==> config.mk <==
export PLATFORM = sky130hd
export DESIGN_NAME = cpu_core_registers_flags
export DESIGN_NICKNAME = d
export VERILOG_FILES = /design/src/design/core_regs_pkg.sv /design/src/design/cpu_core_registers_flags.sv /design/src/design/flag_update.sv
export VERILOG_INCLUDE_DIRS = /design/src /design/src/design
export SDC_FILE = /design/constraint.sdc
export NUM_CORES = 1
export LEC_CHECK = 0
export BUFFER_PORTS_ARGS = -buffer_cell sky130_fd_sc_hd__buf_2
export CAP_MARGIN = 30
export CORE_AREA = 2 2 120 98
export DETAILED_ROUTE_END_ITERATION = 16
export DIE_AREA = 0 0 122 100
export HOLD_SLACK_MARGIN = 0.03
export SETUP_SLACK_MARGIN = 0.4
export SLEW_MARGIN = 5
export SYNTH_ARGS = -nofsm -noshare
export SYNTH_HDL_FRONTEND = slang
export SYNTH_HIERARCHICAL = 1
export SYNTH_SLANG_ARGS = --single-unit
==> constraint.sdc <==
create_clock -name core_clk -period 3 [get_ports core_clk]
set_clock_uncertainty 0.2 [all_clocks]
set_input_delay 0.15 -clock core_clk [delete_from_list [all_inputs] [get_ports core_clk]]
set_output_delay 0.15 -clock core_clk [all_outputs]
set_load 0.005 [all_outputs]
==> src/design/core_regs_params.svh <==
// Field positions, reset values and codes of the core register file
`ifndef CORE_REGS_PARAMS_SVH
`define CORE_REGS_PARAMS_SVH

// Condition flag field positions
`define FLAG_CARRY_POS     0
`define FLAG_ZERO_POS      1
`define FLAG_NEG_POS       2
`define FLAG_HALF_POS      4
`define FLAG_PRIO_LO_POS   3
`define FLAG_PRIO_HI_POS   5

// Unused bits of the undefined reset pattern are given zero here
`define FLAGS_RESET        8'hE8
`define ACC_RESET          8'h00
`define IDX_RESET          8'h00
`define PC_RESET           16'h0000

// Priority codes (upper, lower)
`define PRIO_LEVEL0        2'h2
`define PRIO_LEVEL1        2'h1
`define PRIO_LEVEL2        2'h0
`define PRIO_LEVEL3        2'h3

`endif

==> src/design/core_regs_pkg.sv <==
// Types shared by the core register file
package core_regs_pkg;

  typedef enum logic [3:0] {
    OP_NONE,
    OP_ALU,
    OP_ADD,
    OP_SHIFT,
    OP_BTJ,
    OP_SET_CARRY,
    OP_RESET_CARRY,
    OP_ENABLE_INT,
    OP_DISABLE_INT,
    OP_INT_ENTRY,
    OP_INT_RETURN,
    OP_HALT_WAIT,
    OP_POP_FLAGS,
    OP_LOAD_REG
  } core_op_t;

  typedef enum logic [2:0] {
    SEL_ACC,
    SEL_IDX,
    SEL_PC_LOW,
    SEL_PC_HIGH,
    SEL_FLAGS
  } reg_sel_t;

  typedef enum logic [3:0] {
    BR_HALF,
    BR_NO_HALF,
    BR_MINUS,
    BR_PLUS,
    BR_EQUAL,
    BR_NOT_EQUAL,
    BR_CARRY,
    BR_NO_CARRY
  } branch_cond_t;

  typedef struct packed {
    core_op_t   op;
    reg_sel_t   sel;
    logic       use_second_idx;
    logic [7:0] result;
    logic       carry_out;
    logic       half_carry;
    logic [7:0] data;
    logic [1:0] src_priority;
  } core_req_t;

endpackage : core_regs_pkg

==> src/design/cpu_core_registers_flags.sv <==
// Programmer-visible core registers and condition flags
`timescale 1ns/1ns
`include "core_regs_params.svh"

// Overview of operation
// - Five core registers, instruction access only
// - Eight-bit accumulator takes ALU results
// - Two eight-bit index registers
// - Prefix selects second index register
// - Interrupt context leaves second index alone
// - Sixteen-bit counter from two bytes
// - Flags reset to 111x1xxx pattern
// - Flags pushed, popped, bit-modified
// - Half carry from bit three
// - Branch on half carry set/clear
// - Negative flag copies result bit seven
// - Branch on minus or plus
// - Zero flag marks null result
// - Branch on equal or not equal
// - Carry set by hardware or software
// - Carry forced, tested, shifted, rotated
// - Priority pair encodes four levels
// - Interrupt entry loads source priority
// - Instructions also rewrite priority pair
module cpu_core_registers_flags
  import core_regs_pkg::*;
(
  input  wire logic         core_clk,          // 50 MHz core clock
  input  wire logic         rst_n,             // Async reset, active low
  input  wire core_req_t    req,               // Operation this cycle
  input  wire logic         pc_load,           // Load counter from pc_in
  input  wire logic [15:0]  pc_in,             // New counter value
  input  wire logic         pc_advance,        // Step counter by one
  input  wire branch_cond_t br_cond,           // Branch condition chosen
  output logic      [7:0]   acc_q,             // Accumulator
  output logic      [7:0]   idx_first_q,       // First index register
  output logic      [7:0]   idx_second_q,      // Second index register
  output logic      [7:0]   idx_sel_q,         // Index chosen by prefix
  output logic      [15:0]  program_counter_q, // Next instruction address
  output logic      [7:0]   condition_flags_word_q, // Condition flags
  output logic              branch_taken_q,    // Condition met, registered
  output logic      [1:0]   priority_level_q,  // Current software level
  output logic              int_disabled_q     // Level 3, interrupts off
);

  logic       [7:0]  flags_next;
  wire logic  [7:0]  acc_d;
  wire logic  [7:0]  idx_first_d;
  wire logic  [7:0]  idx_second_d;
  wire logic  [15:0] pc_d;
  wire logic         branch_d;
  wire logic  [1:0]  prio_pair;
  wire logic  [1:0]  level_d;
  wire logic         ld;
  wire logic         alu_like;

  function automatic logic cond_met(input branch_cond_t c,
                                    input logic [7:0] fl);
    logic r;
    r = 1'b0;
    unique case (c)
      BR_HALF:      r = fl[`FLAG_HALF_POS];
      BR_NO_HALF:   r = ~fl[`FLAG_HALF_POS];
      BR_MINUS:     r = fl[`FLAG_NEG_POS];
      BR_PLUS:      r = ~fl[`FLAG_NEG_POS];
      BR_EQUAL:     r = fl[`FLAG_ZERO_POS];
      BR_NOT_EQUAL: r = ~fl[`FLAG_ZERO_POS];
      BR_CARRY:     r = fl[`FLAG_CARRY_POS];
      BR_NO_CARRY:  r = ~fl[`FLAG_CARRY_POS];
      default:      r = 1'b0;
    endcase
    return r;
  endfunction : cond_met

  flag_update u_flag_update (
    .flags_cur  (condition_flags_word_q),
    .req        (req),
    .flags_next (flags_next)
  );

  assign ld       = (req.op == OP_LOAD_REG);
  assign alu_like = (req.op == OP_ALU) || (req.op == OP_ADD) ||
                    (req.op == OP_SHIFT);

  assign acc_d = (alu_like && req.sel == SEL_ACC) ? req.result :
                 (ld && req.sel == SEL_ACC)       ? req.data :
                                                    acc_q;

  // Index registers load or take results
  assign idx_first_d =
    ((ld || alu_like) && req.sel == SEL_IDX && !req.use_second_idx) ?
      (ld ? req.data : req.result) : idx_first_q;

  // Interrupt entry and return never write here
  assign idx_second_d =
    ((ld || alu_like) && req.sel == SEL_IDX && req.use_second_idx) ?
      (ld ? req.data : req.result) : idx_second_q;

  assign pc_d =
    pc_load                           ? pc_in :
    (ld && req.sel == SEL_PC_LOW)     ? {program_counter_q[15:8], req.data} :
    (ld && req.sel == SEL_PC_HIGH)    ? {req.data, program_counter_q[7:0]} :
    pc_advance                        ? program_counter_q + 16'h0001 :
                                        program_counter_q;

  assign branch_d = cond_met(br_cond, condition_flags_word_q);

  assign prio_pair = {flags_next[`FLAG_PRIO_HI_POS],
                      flags_next[`FLAG_PRIO_LO_POS]};
  assign level_d = (prio_pair == `PRIO_LEVEL0) ? 2'h0 :
                   (prio_pair == `PRIO_LEVEL1) ? 2'h1 :
                   (prio_pair == `PRIO_LEVEL2) ? 2'h2 : 2'h3;

  always_ff @(posedge core_clk or negedge rst_n) begin
    if (!rst_n) begin
      acc_q                  <= `ACC_RESET;
      idx_first_q            <= `IDX_RESET;
      idx_second_q           <= `IDX_RESET;
      idx_sel_q              <= `IDX_RESET;
      program_counter_q      <= `PC_RESET;
      condition_flags_word_q <= `FLAGS_RESET;
      branch_taken_q         <= 1'b0;
      priority_level_q       <= 2'h3;
      int_disabled_q         <= 1'b1;
    end else begin
      acc_q                  <= acc_d;
      idx_first_q            <= idx_first_d;
      idx_second_q           <= idx_second_d;
      idx_sel_q              <= req.use_second_idx ? idx_second_d
                                                   : idx_first_d;
      program_counter_q      <= pc_d;
      condition_flags_word_q <= flags_next;
      branch_taken_q         <= branch_d;
      priority_level_q       <= level_d;
      int_disabled_q         <= (prio_pair == `PRIO_LEVEL3);
    end
  end

endmodule : cpu_core_registers_flags

==> src/design/flag_update.sv <==
// Next value of the condition flags from one operation
`timescale 1ns/1ns
`include "core_regs_params.svh"

module flag_update
  import core_regs_pkg::*;
(
  input  wire logic [7:0] flags_cur,   // Current condition flags
  input  wire core_req_t  req,         // Operation of this cycle
  output logic      [7:0] flags_next   // Updated condition flags
);

  wire logic       res_zero;
  wire logic [1:0] prio_next;
  wire logic       restore;
  wire logic       soft_load;
  logic      [7:0] f;

  assign res_zero = (req.result == 8'h00);

  assign prio_next =
    (req.op == OP_INT_ENTRY)   ? req.src_priority :
    (req.op == OP_ENABLE_INT)  ? `PRIO_LEVEL0 :
    (req.op == OP_DISABLE_INT) ? `PRIO_LEVEL3 :
    (req.op == OP_HALT_WAIT)   ? `PRIO_LEVEL0 :
    (restore || soft_load)     ? {req.data[`FLAG_PRIO_HI_POS],
                                  req.data[`FLAG_PRIO_LO_POS]} :
                                 {flags_cur[`FLAG_PRIO_HI_POS],
                                  flags_cur[`FLAG_PRIO_LO_POS]};

  // Stack restore and software load take the pair from the data word
  assign restore   = (req.op == OP_INT_RETURN) || (req.op == OP_POP_FLAGS);
  assign soft_load = (req.op == OP_LOAD_REG) && (req.sel == SEL_FLAGS);

  always_comb begin
    f = flags_cur;
    unique case (req.op)
      OP_ALU, OP_ADD, OP_SHIFT: begin
        f[`FLAG_NEG_POS] = req.result[7];
        f[`FLAG_ZERO_POS] = res_zero;
        f[`FLAG_CARRY_POS] = req.carry_out;
        if (req.op == OP_ADD) begin
          f[`FLAG_HALF_POS] = req.half_carry;
        end
      end
      OP_BTJ: f[`FLAG_CARRY_POS] = req.carry_out;
      OP_SET_CARRY: f[`FLAG_CARRY_POS] = 1'b1;
      OP_RESET_CARRY: f[`FLAG_CARRY_POS] = 1'b0;
      OP_POP_FLAGS, OP_INT_RETURN: f = req.data;
      OP_LOAD_REG: begin
        if (req.sel == SEL_FLAGS) begin
          f = req.data;
        end
      end
      default: f = flags_cur;
    endcase
    // Pair applied last so one decoder owns it for every op
    f[`FLAG_PRIO_HI_POS] = prio_next[1];
    f[`FLAG_PRIO_LO_POS] = prio_next[0];
    flags_next = f;
  end

endmodule : flag_update
==> results.toml <==
[clock_tree]
clock_latency_ns = 0.32
cts_tree = "done"
cts_buffer_depth = 2
cts.htree.levels = 3
clockRootBuffer = "clkbuf_16"
cts_buffers = 9
clkTransAtPathRegs_ns = 0.06
clock_sink_count = 60
cts.repair.resized = 0

[yosys]
synth_cell_types = 67
synth_most_common_cell = "dfrtp_1"
synth_nets = 438
ys_ff_latch = 60
netlist_top_cells_area = "dfrtp_1, dfstp_2, nand2_1"
synth_edf_count = 0
synth_top_area_share_pct = 38.5
synth_ff_type = "dfrtp_1"
synth_mux_area_share_pct = 6.83
synthCells = 382
yosysTopAreaCell = "dfrtp_1"
synth_top_family_by_area = "compound AO/OA/AOI/OAI gates"
synth_compound_area_share_pct = 24.4
synth_simple_gate_area_share_pct = 18.0
ys_seq_area_share_pct = 43.8
synth_fa_ha_area_share_pct = 1.45
synth_warnings = 6
syn_area_um2 = 3450
async_reset_ff_share_pct = 100
synthTopCellsByCount = "dfrtp_1, nand2_1, a21oi_1"
post_synth.cell_area_avg_um2 = 9.02
synth_xor_area_share_pct = 0.980

[setup_path]
start_kind = "flip-flop"
cp.arrival_ns = 2.11
path_max_fanout = 9
end_kind = "flip-flop"
critical_path.cell_chain = "and3_1, nand4_1, o21ai_0, a21oi_1, nor4_1"
required_ns = 3.02
crit_path_max_incr_delay_ns = 0.52
worstSetupPathType = "reg -> reg"
critPathSlowestCell = "dfrtp_1"

[min_path]
hold_path.class = "in -> reg"

[routing]
ant_nets = 0
vias = 3581
routed_wl_um = 11200
drt_iter0_drc = 294
post_drt_wl_per_cell_um = 16.7
drc_errors = 0
dr.pass1.iters = 5
vias_per_cell = 5.33

[finish]
n_fill_cell = 1123
drive_gt1_share_pct = 30.7
antenna_cells = 0
syn_to_final_growth_pct = 37.7
stdcell_count = 672
nNetsFinal = 575

[timing]
relSlewSlack_pct = 48.1
rsz0062_at_grt = "false"
finalCriticalPeriod_ns = 2.09
tightest_slew_ns = 0.778
hold_viol_final = 0
setup_viol = 0
slew_violations = 0
tns_ns = 0
period_share_pct = 69.7
fmax_mhz = 478

[global_routing]
globalRoute.totalOverflow = 0
grt_max_degree = 61
grt_pass1_wl_um = 17400
first_global_vias = 3269
antenna_found_initial = 0
track_usage_pct = 18.4

[floorplanning]
initial_core_util_pct = 30.9
core-area_um2 = 11200
die_h_um = 100
ios = 112
die_w_um = 122
die_area_um2 = 12200
rows = 35

[placed_design]
place_congestion = 0.886
place_inst = 623
hpwl_um = 8040
port_buffers = 111

[power]
power.total_mw = 2.85
powerDensity_nw_per_um2 = 601
ir_drop_mv = 0.277
p_leak_nw = 2.13

[job]
cap_violations = 0

[outcome]
status = "finished clean"
placed cells by master, fill, tap and decap left out, types with 5 or more instances in the layout:
cell type / netlist / routed
a21oi_1: 35 / 35
clkbuf_16: 0 / 9
a31oi_1: 5 / 5
nor3_1: 6 / 6
nor4_1: 5 / 5
mux2_2: 10 / 10
dfstp_2: 7 / 7
nand3_1: 6 / 6
dlygate4sd3_1: 0 / 33
nand2_1: 48 / 48
o21ai_1: 7 / 7
dfrtp_1: 53 / 53
buf_2: 5 / 111
mux2i_1: 10 / 10
inv_1: 10 / 10
o21ai_0: 28 / 28
o22ai_1: 13 / 13
nor2_1: 32 / 32
and3_1: 5 / 5
buf_4: 1 / 5
state kept, by name, indices dropped and copies added, names as in the netlist:
register                count
program_counter_q          16
acc_q                       8
condition_flags_word_q      8
idx_first_q                 8
idx_second_q                8
idx_sel_q                   8
priority_level_q            2
branch_taken_q              1
int_disabled_q              1
routing by layer:
| metal | part of all wire, % | GRT usage, % |
|---|---|---|
| met1 | 47 | 27.7 |
| met2 | 44 | 26.3 |
| met3 | 6.7 | 2.73 |
| met4 | 2.2 | 7.07 |
| met5 | 0 | 0 |
final timing paths:
| kind | startpoint | endpoint | depth (start not counted) | slack [ns] |
|---|---|---|---|---|
| min in group asynchronous | rst_n | program_counter_q[2] | 3 | 0.33 |
| min | req[2] | condition_flags_word_q[0] | 3 | 0.04 |
| max reg2reg | program_counter_q[3] | program_counter_q[14] | 5 | 0.91 |
| min reg2reg | idx_second_q[6] | idx_second_q[6] | 2 | 0.32 |
| max | program_counter_q[3] | program_counter_q[14] | 5 | 0.91 |
| max in group asynchronous | rst_n | idx_second_q[0] | 3 | 1.77 |
metrics by stage:
step                      worst slack (ns)  util, %  cell area, um2  hold WS (ns)
final                                0.908     42.5            4740        0.0434
after global routing                 0.717     42.5            4740        0.0409
after CTS                            0.953     42.5            4740        0.0394
after detailed placement             0.612     36.8            4110         0.110
after global placement               0.672     36.8            4110         0.102
after floorplan                       1.19        -            3450        -0.346
worst max-delay path: cells and delay by family, from the launching register on:
| kind | cells | cell delay (ns) |
|---|---|---|
| AO/OA/AOI/OAI | 2 | 0.36 |
| flip-flops | 1 | 0.52 |
| AND/OR/NAND/NOR | 3 | 0.90 |
cells by family after synthesis:
kind of cell,after synthesis
AO/OA/AOI/OAI,130
XOR/XNOR,3
adder cells (fa/ha/maj),4
buffers and inverters,34
flip-flops,60
multiplexers,21
AND/OR/NAND/NOR,130
power by group:
group	switching, mW	total (mW)	internal (mW)
Combinational	0.338	0.680	0.342
Clock	0.398	1.04	0.646
Sequential	0.131	1.13	0.996
Total	0.867	2.85	1.99
layout make-up:
| type | count | area (um2) | share of cell area, % |
|---|---|---|---|
| repair buffers | 149 | 923 | 19.5 |
| clock buffers | 9 | 225 | 4.75 |
| clock inverters | 7 | 76.3 | 1.61 |
| inverters | 11 | 41.3 | 0.870 |
| well taps | 148 | 185 | 3.90 |
| flip-flops and latches | 60 | 1510 | 31.8 |
| multi-input cells | 288 | 1780 | 37.6 |
what timing repair did:
| action | CTS | global route |
|---|---|---|
| hold buffers | 33 | 0 |
| hold endpoints to repair | 84 | 0 |
| buffers inserted | 0 | 0 |
Power figures use the tool's default switching activity.
